`config.mk`:
```
export PLATFORM = sky130hd
export DESIGN_NAME = mvr_top
export DESIGN_NICKNAME = d
export VERILOG_FILES = /design/src/core/mvr_pkg.sv /design/src/core/mvr_pulse_gen.sv /design/src/core/mvr_top.sv
export SDC_FILE = /design/constraint.sdc
export NUM_CORES = 1
export LEC_CHECK = 0
export ABC_AREA = 1
export BUFFER_PORTS_ARGS = -buffer_cell sky130_fd_sc_hd__buf_2
export CORE_ASPECT_RATIO = 1.25
export CORE_MARGIN = 2
export CORE_UTILIZATION = 45
export CTS_BUF_LIST = sky130_fd_sc_hd__clkbuf_16
export DETAILED_ROUTE_END_ITERATION = 7
export MAX_ROUTING_LAYER = met4
export PLACE_DENSITY = 0.74
export REMOVE_ABC_BUFFERS = 1
export SLEW_MARGIN = 25
export SYNTH_ARGS = -nofsm -noshare
export SYNTH_HDL_FRONTEND = slang
export SYNTH_SLANG_ARGS = --single-unit
```
`constraint.sdc`:
```
create_clock -name core_clk -period 3.5 [get_ports core_clk]
set_input_delay 0 -clock core_clk [delete_from_list [all_inputs] [get_ports core_clk]]
set_output_delay 0 -clock core_clk [all_outputs]
set_load 0.05 [all_outputs]
```
`src/core/mvr_pkg.sv`:
```
// Purpose: Shared constants for the monitor housekeeping logic.
// Assumes: 10 MHz core clock; SMBus pins sampled on that clock.
// Notes:   Command codes and register layout live only here.
package mvr_pkg;

   // ***************************************************************
   // Timing
   // ***************************************************************
   localparam int unsigned CLK_KHZ = 10000;
   localparam int unsigned RST_PULSE_MS = 20;
   // Least time, so exact or rounded up: 20 ms * 10 MHz
   localparam int unsigned RST_PULSE_CYC = RST_PULSE_MS * CLK_KHZ;

   // ***************************************************************
   // Bus addresses and command codes
   // ***************************************************************
   localparam logic [6:0] SLV_ADDR_LOW = 7'h2c; // 0101100, strap low
   localparam logic [6:0] SLV_ADDR_HIGH = 7'h2d; // 0101101, strap high
   localparam logic [7:0] CMD_CONFIG = 8'h00;
   localparam logic [7:0] CMD_STATUS1 = 8'h01;
   localparam logic [7:0] CMD_STATUS2 = 8'h02;
   localparam logic [7:0] CMD_VOLT_ID = 8'h03;
   localparam logic [7:0] CMD_VOLT_ID_HI = 8'h04;

   // ***************************************************************
   // Field positions and reset values
   // ***************************************************************
   localparam int unsigned CFG_START_BIT = 0;
   localparam int unsigned CFG_PULSE_BIT = 4;
   localparam int unsigned CFG_SELECT_BIT = 5;
   localparam int unsigned CFG_SWRST_BIT = 7;
   localparam int unsigned VID_RSTEN_BIT = 7;
   localparam int unsigned ST2_DIODE_BIT = 6;
   localparam logic [7:0] CFG_RESET = 8'h00;
   localparam logic [7:0] STATUS_RESET = 8'h00;
   localparam logic [2:0] MEAS_REMOTE = 3'h0; // First in the sequence
   localparam logic [2:0] MEAS_LOCAL = 3'h1;

   // Serial engine phases
   typedef enum logic [2:0] {
      PH_IDLE = 3'b000,
      PH_ADDR = 3'b001,
      PH_CMD = 3'b010,
      PH_WDAT = 3'b011,
      PH_RDAT = 3'b100
   } mvr_phase_t;

endpackage : mvr_pkg

```
`src/core/mvr_pulse_gen.sv`:
```
// Purpose: One-shot low-pulse timer for the shared address pin.
// Assumes: start is a one-cycle pulse; reset already synchronised.
// Notes:   A start while busy is ignored, so one pulse per trigger.
`timescale 1ns/1ns
module mvr_pulse_gen
   import mvr_pkg::*;
#(
   parameter int unsigned PULSE_CYC = RST_PULSE_CYC
) (
   input wire logic core_clk,
   input wire logic rst_n,
   input wire logic start,
   output logic pulse_busy
);

   localparam int unsigned CW = $clog2(PULSE_CYC + 1);
   localparam logic [CW-1:0] LAST = CW'(PULSE_CYC - 1);

   logic [CW-1:0] cnt_ff;
   logic busy_ff;
   wire logic done = busy_ff && (cnt_ff == LAST);

   // ***************************************************************
   // Pulse counter
   // ***************************************************************
   always_ff @(posedge core_clk or negedge rst_n) begin
      if (!rst_n) begin
         busy_ff <= 1'b0;
         cnt_ff <= '0;
      end else if (start && !busy_ff) begin
         busy_ff <= 1'b1;
         cnt_ff <= '0;
      end else if (busy_ff) begin
         busy_ff <= !done;
         cnt_ff <= cnt_ff + CW'(1);
      end
   end

   assign pulse_busy = busy_ff;
endmodule : mvr_pulse_gen

```
`src/core/mvr_top.sv`:
```
// Purpose: Housekeeping logic: voltage ID, flags, reset pulse, test.
// Assumes: All pins synchronous to core_clk; converter outside.
// Notes:   Summary of operation below.
//
// Summary of operation
// Voltage-ID bits 0..3 show lines 0..3
// Extended register bit 0 shows line hi
// Shared pin analog until config bit 5
// Flag set outside limits, cleared inside
// Flags rewritten every cycle, latest only
// Diode short or open sets status2 bit6
// Diode checked only at remote measurement
// Reset pulse low at least 20 ms
// Reset enable bit 7 gates pin drive
// Config bit 4 rising write starts pulse
// Reset pin drives low, never high
// Host enables reset pulse on one device
// Test mode only if entry pin high
// In test, address pin is chain output
// Tester raises inputs nearest first
// Chain output toggles on each step
// Eight vectors, alternating output levels
// Only write, read, receive byte protocols
// Receive byte returns last selected register
// Nine clocks per byte with acknowledge
// Start, matching address, host stop
// Address latched from strap at power-up
// Config bit 0 runs monitoring loop
// Config bit 7 soft reset, self clearing
// Voltage-ID pins read live
// Read-only writes ignored but acknowledged
`timescale 1ns/1ns
module mvr_top
   import mvr_pkg::*;
#(
   parameter int unsigned PULSE_CYC = RST_PULSE_CYC
) (
   input wire logic core_clk,
   input wire logic rst_n,
   input wire logic scl_in,
   input wire logic sda_in,
   output logic sda_out,
   output logic sda_oe,
   input wire logic addr_strap_pin,
   output logic addr_pin_out,
   output logic addr_pin_oe,
   input wire logic chain_test_entry,
   input wire logic [3:0] volt_id_lines,
   input wire logic volt_id_line_hi,
   output logic shared_pin_id_select,
   output logic monitor_run,
   input wire logic meas_strobe,
   input wire logic [2:0] meas_index,
   input wire logic [7:0] meas_value,
   input wire logic [7:0] meas_lim_hi,
   input wire logic [7:0] meas_lim_lo,
   input wire logic diode_fault
);

   // ***************************************************************
   // Reset release and strap capture
   // ***************************************************************
   logic [1:0] rst_sync_ff;
   wire logic rst_sync_n = rst_sync_ff[1];
   logic boot_done_ff;
   logic addr_hi_ff;
   logic test_mode_ff;

   always_ff @(posedge core_clk or negedge rst_n) begin
      if (!rst_n) begin
         rst_sync_ff <= 2'b00;
      end else begin
         rst_sync_ff <= {rst_sync_ff[0], 1'b1};
      end
   end

   // Straps caught once after release; later pin use cannot disturb
   always_ff @(posedge core_clk or negedge rst_sync_n) begin
      if (!rst_sync_n) begin
         boot_done_ff <= 1'b0;
         addr_hi_ff <= 1'b0;
         test_mode_ff <= 1'b0;
      end else if (!boot_done_ff) begin
         boot_done_ff <= 1'b1;
         addr_hi_ff <= addr_strap_pin;
         test_mode_ff <= chain_test_entry;
      end
   end

   wire logic [6:0] my_addr = addr_hi_ff ? SLV_ADDR_HIGH : SLV_ADDR_LOW;

   // ***************************************************************
   // Serial pin edges
   // ***************************************************************
   logic scl_q_ff;
   logic sda_q_ff;
   always_ff @(posedge core_clk or negedge rst_sync_n) begin
      if (!rst_sync_n) begin
         scl_q_ff <= 1'b1;
         sda_q_ff <= 1'b1;
      end else begin
         scl_q_ff <= scl_in;
         sda_q_ff <= sda_in;
      end
   end

   // Engine held off until straps are known
   wire logic bus_ok = boot_done_ff && !test_mode_ff;
   wire logic scl_rise = bus_ok && scl_in && !scl_q_ff;
   wire logic scl_fall = bus_ok && !scl_in && scl_q_ff;
   wire logic bus_start = bus_ok && scl_in && scl_q_ff && sda_q_ff
      && !sda_in;
   wire logic bus_stop = bus_ok && scl_in && scl_q_ff && !sda_q_ff
      && sda_in;

   // ***************************************************************
   // Byte engine state
   // ***************************************************************
   mvr_phase_t phase_ff;
   mvr_phase_t nxt_phase;
   logic [3:0] bit_cnt_ff;
   logic in_ack_ff;
   logic ack_drv_ff;
   logic host_ack_ff;
   logic [7:0] rx_ff;
   logic [7:0] tx_ff;
   logic [7:0] ptr_ff;
   logic [7:0] rd_byte;

   wire logic byte_done = scl_fall && !in_ack_ff && (bit_cnt_ff == 4'h8);
   wire logic ack_done = scl_fall && in_ack_ff;
   wire logic addr_hit = (rx_ff[7:1] == my_addr);
   wire logic wr_strobe = byte_done && (phase_ff == PH_WDAT);
   wire logic load_tx = ack_done && (nxt_phase == PH_RDAT);

   // Phase after an acknowledge slot; anything beyond is left alone
   always_comb begin
      nxt_phase = PH_IDLE;
      unique case (phase_ff)
         PH_ADDR: nxt_phase = rx_ff[0] ? PH_RDAT : PH_CMD;
         PH_CMD: nxt_phase = PH_WDAT;
         PH_RDAT: nxt_phase = host_ack_ff ? PH_RDAT : PH_IDLE;
         PH_WDAT: nxt_phase = PH_IDLE;
         PH_IDLE: nxt_phase = PH_IDLE;
      endcase
   end

   // Phase sequencing around start, stop and acknowledge
   always_ff @(posedge core_clk or negedge rst_sync_n) begin
      if (!rst_sync_n) begin
         phase_ff <= PH_IDLE;
      end else if (bus_start) begin
         phase_ff <= PH_ADDR;
      end else if (bus_stop) begin
         phase_ff <= PH_IDLE;
      end else if (byte_done && phase_ff == PH_ADDR && !addr_hit) begin
         phase_ff <= PH_IDLE;
      end else if (ack_done) begin
         phase_ff <= nxt_phase;
      end
   end

   // Bit counting: eight data clocks then one acknowledge clock
   always_ff @(posedge core_clk or negedge rst_sync_n) begin
      if (!rst_sync_n) begin
         bit_cnt_ff <= 4'h0;
         in_ack_ff <= 1'b0;
      end else if (bus_start || bus_stop || ack_done) begin
         bit_cnt_ff <= 4'h0;
         in_ack_ff <= 1'b0;
      end else if (byte_done && phase_ff != PH_IDLE) begin
         in_ack_ff <= 1'b1;
      end else if (scl_rise && !in_ack_ff && bit_cnt_ff != 4'h8) begin
         bit_cnt_ff <= bit_cnt_ff + 4'h1;
      end
   end

   // Receive shift and acknowledge decisions
   always_ff @(posedge core_clk or negedge rst_sync_n) begin
      if (!rst_sync_n) begin
         rx_ff <= 8'h00;
         ack_drv_ff <= 1'b0;
         host_ack_ff <= 1'b0;
      end else begin
         if (scl_rise && !in_ack_ff) begin
            rx_ff <= {rx_ff[6:0], sda_in};
         end
         if (scl_rise && in_ack_ff) begin
            host_ack_ff <= !sda_in;
         end
         if (byte_done) begin
            // Writes to read-only fields are still acknowledged
            ack_drv_ff <= (phase_ff == PH_ADDR) ? addr_hit
               : (phase_ff == PH_CMD || phase_ff == PH_WDAT);
         end else if (ack_done || bus_stop) begin
            ack_drv_ff <= 1'b0;
         end
      end
   end

   // Command byte selects the register; no new command on receive
   always_ff @(posedge core_clk or negedge rst_sync_n) begin
      if (!rst_sync_n) begin
         ptr_ff <= CMD_CONFIG;
      end else if (byte_done && phase_ff == PH_CMD) begin
         ptr_ff <= rx_ff;
      end
   end

   // Transmit shift: MSB first, changed only while SCL is low
   always_ff @(posedge core_clk or negedge rst_sync_n) begin
      if (!rst_sync_n) begin
         tx_ff <= 8'hff;
      end else if (load_tx) begin
         tx_ff <= rd_byte;
      end else if (scl_fall && phase_ff == PH_RDAT && !in_ack_ff
                   && bit_cnt_ff != 4'h8) begin
         tx_ff <= {tx_ff[6:0], 1'b1};
      end
   end

   // Open-drain data line: only ever pulled low
   assign sda_out = 1'b0;
   assign sda_oe = (in_ack_ff && ack_drv_ff)
      || (phase_ff == PH_RDAT && !in_ack_ff
          && !tx_ff[7]); // LSB held past SCL high: no false stop

   // ***************************************************************
   // Configuration and voltage-ID registers
   // ***************************************************************
   logic [7:0] cfg_ff;
   logic rst_en_ff;
   logic sw_rst_ff;
   wire logic wr_cfg = wr_strobe && (ptr_ff == CMD_CONFIG);
   wire logic wr_vid = wr_strobe && (ptr_ff == CMD_VOLT_ID);
   // Only a 0 to 1 change of the trigger bit counts
   wire logic pulse_edge = wr_cfg && rx_ff[CFG_PULSE_BIT]
      && !cfg_ff[CFG_PULSE_BIT];
   wire logic pulse_start = pulse_edge && rst_en_ff;
   wire logic sel_hi = cfg_ff[CFG_SELECT_BIT];

   // Soft reset bit is never stored, so it reads back as zero
   always_ff @(posedge core_clk or negedge rst_sync_n) begin
      if (!rst_sync_n) begin
         cfg_ff <= CFG_RESET;
         rst_en_ff <= 1'b0;
         sw_rst_ff <= 1'b0;
      end else if (sw_rst_ff) begin
         cfg_ff <= CFG_RESET;
         rst_en_ff <= 1'b0;
         sw_rst_ff <= 1'b0;
      end else begin
         sw_rst_ff <= wr_cfg && rx_ff[CFG_SWRST_BIT];
         if (wr_cfg) begin
            cfg_ff <= {1'b0, rx_ff[6:0]};
         end
         if (wr_vid) begin
            rst_en_ff <= rx_ff[VID_RSTEN_BIT];
         end
      end
   end

   assign monitor_run = cfg_ff[CFG_START_BIT];
   assign shared_pin_id_select = sel_hi;

   // ***************************************************************
   // Limit flags
   // ***************************************************************
   logic [7:0] status1_ff;
   logic diode_ff;

   // Temperature channels compare as two's complement, volts unsigned
   function automatic logic out_of_lim(input logic [2:0] idx,
                                       input logic [7:0] v,
                                       input logic [7:0] hi,
                                       input logic [7:0] lo);
      logic tmp;
      tmp = (idx == MEAS_REMOTE) || (idx == MEAS_LOCAL);
      if (tmp) begin
         out_of_lim = ($signed(v) > $signed(hi))
            || ($signed(v) < $signed(lo));
      end else begin
         out_of_lim = (v > hi) || (v < lo);
      end
   endfunction : out_of_lim

   wire logic meas_ok = meas_strobe && monitor_run && !sw_rst_ff;
   wire logic meas_bad = out_of_lim(meas_index, meas_value, meas_lim_hi,
                                    meas_lim_lo);

   // Each result overwrites its flag: no stale violation survives
   always_ff @(posedge core_clk or negedge rst_sync_n) begin
      if (!rst_sync_n) begin
         status1_ff <= STATUS_RESET;
         diode_ff <= 1'b0;
      end else if (sw_rst_ff) begin
         status1_ff <= STATUS_RESET;
         diode_ff <= 1'b0;
      end else if (meas_ok) begin
         status1_ff[meas_index] <= meas_bad;
         if (meas_index == MEAS_REMOTE) begin
            diode_ff <= diode_fault;
         end
      end
   end

   // ***************************************************************
   // Read multiplexer
   // ***************************************************************
   wire logic [7:0] vid_rd = {rst_en_ff, 3'h0, volt_id_lines};
   wire logic [7:0] vid_hi_rd = {7'h00, sel_hi && volt_id_line_hi};
   wire logic [7:0] st2_rd = 8'(diode_ff) << ST2_DIODE_BIT;

   always_comb begin
      unique case (ptr_ff)
         CMD_CONFIG: rd_byte = cfg_ff;
         CMD_STATUS1: rd_byte = status1_ff;
         CMD_STATUS2: rd_byte = st2_rd;
         CMD_VOLT_ID: rd_byte = vid_rd;
         CMD_VOLT_ID_HI: rd_byte = vid_hi_rd;
         default: rd_byte = 8'h00;
      endcase
   end

   // ***************************************************************
   // Reset pulse and test chain on the shared address pin
   // ***************************************************************
   logic pulse_busy;
   logic chain_ff;
   wire logic [6:0] chain_vec = {sda_in, scl_in, volt_id_lines[0],
      volt_id_lines[1], volt_id_lines[2], volt_id_lines[3],
      volt_id_line_hi};
   logic [6:0] chain_prev_ff;

   mvr_pulse_gen #(
      .PULSE_CYC(PULSE_CYC)
   ) u_pulse (
      .core_clk(core_clk),
      .rst_n(rst_sync_n),
      .start(pulse_start),
      .pulse_busy(pulse_busy)
   );

   // NAND chain, farthest input first; all-low input gives high
   function automatic logic nand_chain(input logic [6:0] v);
      logic acc;
      acc = 1'b1;
      for (int i = 6; i >= 0; i--) begin
         acc = !(v[i] && acc);
      end
      nand_chain = acc;
   endfunction : nand_chain

   always_ff @(posedge core_clk or negedge rst_sync_n) begin
      if (!rst_sync_n) begin
         chain_ff <= 1'b1;
         chain_prev_ff <= 7'h00;
      end else begin
         chain_ff <= nand_chain(chain_vec);
         chain_prev_ff <= chain_vec;
      end
   end

   // Reset use is open drain; test use drives both levels
   assign addr_pin_out = test_mode_ff ? chain_ff : 1'b0;
   assign addr_pin_oe = test_mode_ff
      || (pulse_busy && rst_en_ff);
endmodule : mvr_top

```
==> qor.csv <==
stage,metric,value,unit
place,post-DP HPWL,7.019,mm
outcome,status,completed,
power_and_ir_drop,Power Total,0.002321,W
place,# port buffers,44,
worst_hold_path,hold_sp,volt_id_lines[3],
job,Max Cap Viol,0,
cells_and_area,number of diodes,0,
floorplanning,die height,112.6,um
drt,final wirelength,9.192,mm
logic_synthesis,Mean Syn Cell Area,7.823,um2
drt,drc violations,0,
floorplanning,Die Span X,90.90,um
timing,Setup TNS Final,0,ns
cells_and_area,nets@finish,662,
critical_path,R2R cell count,9,
drt,vias per cell,5.092,
critical_path,crit path kind,flop to flop,
logic_synthesis,simple logic cell fraction of the synthesized area,23.27,%
logic_synthesis,"Cell Area, Synth",4248,um2
logic_synthesis,Unique masters post-synth,34,
timing,fin crit share,57.92,%
logic_synthesis,ys flop type,dfrtp_1,
critical_path,worst path required time,3.76,ns
drt,met2 routed WL,4.679,mm
place,GP Congestion,0.8810,
power_and_ir_drop,Pwr Density,468.2,nW/um2
clocking,Root Driver,clkbuf_16,
floorplanning,die area,10240,um2
timing,Final Skew,0.005076,ns
floorplanning,io pins,46,
critical_path,worst r2r src,scl_q_ff$_DFF_PN1_,
logic_synthesis,sequential fraction of the synthesis area,46.86,%
critical_path,type of origin of the critical path,flop,
logic_synthesis,largest family of logic cells by synthesized area,simple AND/OR/NAND/NOR gates,
timing,Hold Fails Final Rpt,0,
critical_path,reg-to-reg endpoint,tx_ff[3]$_DFFE_PN1P_,
cells_and_area,fraction of layout cells with a size suffix above 1,13.30,%
clocking,Max Root-Sink Buffers,2,
critical_path,crit-path max FO,11,
cells_and_area,Fillers,881,
logic_synthesis,Mapped Cells,543,
critical_path,crit end category,flop,
timing,Max-slew headroom,56.79,%
timing,Worst-Margin Slew,0.6482,ns
drt,Initial DRT Pass Iterations,4,
timing,final setup vio count,0,
drt,Avg WL per Cell,12.56,um
clocking,total CTS buffers,9,
critical_path,family with the most delay on the worst path,simple AND/OR/NAND/NOR gates,
logic_synthesis,number of enable flip-flop cells after synthesis,0,
critical_path,critical path's slowest cell,dfstp_2,
drt,post-route ant nets,0,
timing,RSZ-0062 raised after global routing,false,
critical_path,crit path DAT,2.28,ns
global_routing,gr ovfl total,0,
timing,highest clock rate,493.3,MHz
global_routing,initial antenna violation count,0,
global_routing,all-layer global routing usage,20.24,%
power_and_ir_drop,Pleak,2.527,nW
floorplanning,Initial Utilization,46.30,%
global_routing,vias in the first global route,3601,
logic_synthesis,mux contribution to synthesized area,0,%
worst_hold_path,WHS Path Cells,5,
power_and_ir_drop,VDD IR max,242.6,uV
logic_synthesis,post-synthesis adder-cell area fraction,5.302,%
timing,clock period minus worst slack,2.027,ns
critical_path,r2r setup slk,1.47,ns
worst_hold_path,worst hold path type,primary input to flop,
logic_synthesis,ys async rst share,100.0,%
clocking,CTS tree,yes,
drt,routed length on met1,4.049,mm
clocking,post_cts resized,0,
logic_synthesis,number of synthesized register bits,79,
drt,met3 WL,309,um
cells_and_area,Area Growth Syn to Fin,16.70,%
drt,routed via count,3727,
drt,Initial DRC Count,170,
clocking,Worst-Skew Late Latency,0.33,ns
worst_hold_path,worst-case hold path end point,tx_ff[3]$_DFFE_PN1P_,
floorplanning,CORE AREA,9174,um2
critical_path,Most common cell on crit path,inv_1,
floorplanning,# rows,39,
critical_path,CP bufs+invs,2,
logic_synthesis,Synthesis Warnings,0,
clocking,H-tree depth,3,
logic_synthesis,Synth Area in Compound Gates,15.11,%
critical_path,"Largest stage delay, worst path",0.53,ns
critical_path,critical-path cell list,inv_1 -> nor2_4 -> nand2_2 -> nor2_1 -> nand3_1 -> o21bai_1 -> inv_1 -> nand2_1 -> a21oi_1,
global_routing,first-pass GRT wire length,16.31,mm
timing,max-slew violation count,0,
clocking,TritonCTS Sinks,79,
logic_synthesis,XOR/XNOR share of the synthesized area,0,%
drt,highest routed layer,met4,
global_routing,largest net degree at the start of global routing,31,
clocking,Clock transition at path regs,0.05,ns
## metrics by stage
stage / std cells / utilization, % / hold WS, ns / cell area, um2 / setup slack [ns]
2_1_floorplan: 538 / - / -0.2956 / 4218 / 1.156
3_3_place_gp: 707 / 50.23 / -0.2150 / 4608 / 1.641
3_5_place_dp: 707 / 50.23 / -0.2147 / 4608 / 1.519
4_1_cts: 732 / 54.04 / 0.03422 / 4957 / 1.500
5_1_grt: 732 / 54.04 / 0.08037 / 4957 / 1.195
6_report: 732 / 54.04 / 0.04181 / 4957 / 1.473
## layout make-up
cell class                 instances  area, um2  area share, %
clock buffer                       9      225.2          4.543
tap                              123      153.9          3.105
clock inverter                     7      33.78         0.6815
inverter                          96      360.3          7.269
timing repair buffer              55      325.3          6.562
sequential                        79       1992          40.18
multi-input combinational        363       1867          37.66
## synth_stat cells, types with 3 or more instances
library cell | n | area (um2)
a21oi_1 | 35 | 175.2
clkbuf_1 | 4 | 15.01
dfrtp_1 | 68 | 1702
dfstp_2 | 11 | 289.0
ha_1 | 18 | 225.2
inv_1 | 95 | 356.6
nand2_1 | 113 | 424.2
nand2_2 | 3 | 18.77
nand3_1 | 29 | 145.1
nand4_1 | 9 | 56.30
nor2_1 | 49 | 183.9
nor3_1 | 7 | 35.03
nor4_1 | 4 | 25.02
o211ai_1 | 3 | 22.52
o21a_1 | 4 | 30.03
o21ai_0 | 55 | 275.3
o21ai_1 | 6 | 30.03
o22ai_1 | 6 | 37.54
or2_2 | 3 | 18.77
## logic make-up (layout without fill, tap and decap cells)
logic type,Yosys count,count (layout)
buf+inv,102,167
flops,79,79
other cells,2,3
compound gates,118,118
fa+ha+maj,18,18
simple gates,224,224
## layer usage
metal / track usage, % / up-vias
met5: - / -
met4: 7.778 / 0
met3: 3.893 / 12
met2: 33.83 / 73
met1: 24.33 / 1757
li1: - / 1885
## power by group
group          internal (W)  leakage (nW)  total (W)  switching (W)
combinational      0.000141          1.44   0.000380       0.000239
clock              0.000468         0.140   0.000810       0.000343
sequential          0.00104         0.951    0.00113      0.0000889
total               0.00165          2.53    0.00232       0.000671
## worst register-to-register path: stages, from the launching register on
cell and delay (ns):
dfstp_2 0.53, inv_1 0.07, nor2_4 0.13, nand2_2 0.09, nor2_1 0.15, nand3_1 0.29, o21bai_1 0.26, inv_1 0.20
nand2_1 0.09, a21oi_1 0.15
## sequential cells by signal, summed over array words and instances (netlist names), 2 cells and up
signal and flops:
cfg_ff 7, status1_ff 8, bit_cnt_ff 4, rx_ff 8, phase_ff 3, tx_ff 8, ptr_ff 8, u_pulse.cnt_ff 18
rst_sync_ff 2
## placed cells by master, fill, tap and decap left out, drive strengths merged
master       count
a211oi           2
a21boi           2
a21oi           35
buf             46
clkbuf           9
clkinv           5
conb             3
dfrtp           68
dfstp           11
dlygate4sd3      9
ha              18
inv             98
nand2          116
nand3           29
nand3b           2
nand4           10
nor2            52
nor3             8
nor4             4
o2111ai          2
o211ai           3
o21a             4
o21ai           61
o21bai           1
o221ai           1
o22ai            6
o31ai            1
or2              3
## how the worst max path moves through the flow
stage,start,end,slack (ns),cells after the start
final,scl_q_ff$_DFF_PN1_,tx_ff[3]$_DFFE_PN1P_,1.47,9
after global routing,test_mode_ff$_DFFE_PN0N_,bit_cnt_ff[3]$_DFFE_PN0P_,1.19,10
after CTS,scl_q_ff$_DFF_PN1_,tx_ff[3]$_DFFE_PN1P_,1.50,9
after detailed placement,scl_q_ff$_DFF_PN1_,tx_ff[6]$_DFFE_PN1P_,1.52,9
after global placement,scl_q_ff$_DFF_PN1_,tx_ff[5]$_DFFE_PN1P_,1.64,9
after floorplan,rst_sync_ff[1]$_DFF_PN0_,ack_drv_ff$_DFFE_PN0P_,1.16,0
## what timing repair did
action | in CTS | in global routing
buffers inserted | 0 | 0
endpoints found under the hold margin | 10 | 0
hold buffers | 9 | 0
No activity file was read; power rests on OpenSTA's default activity.
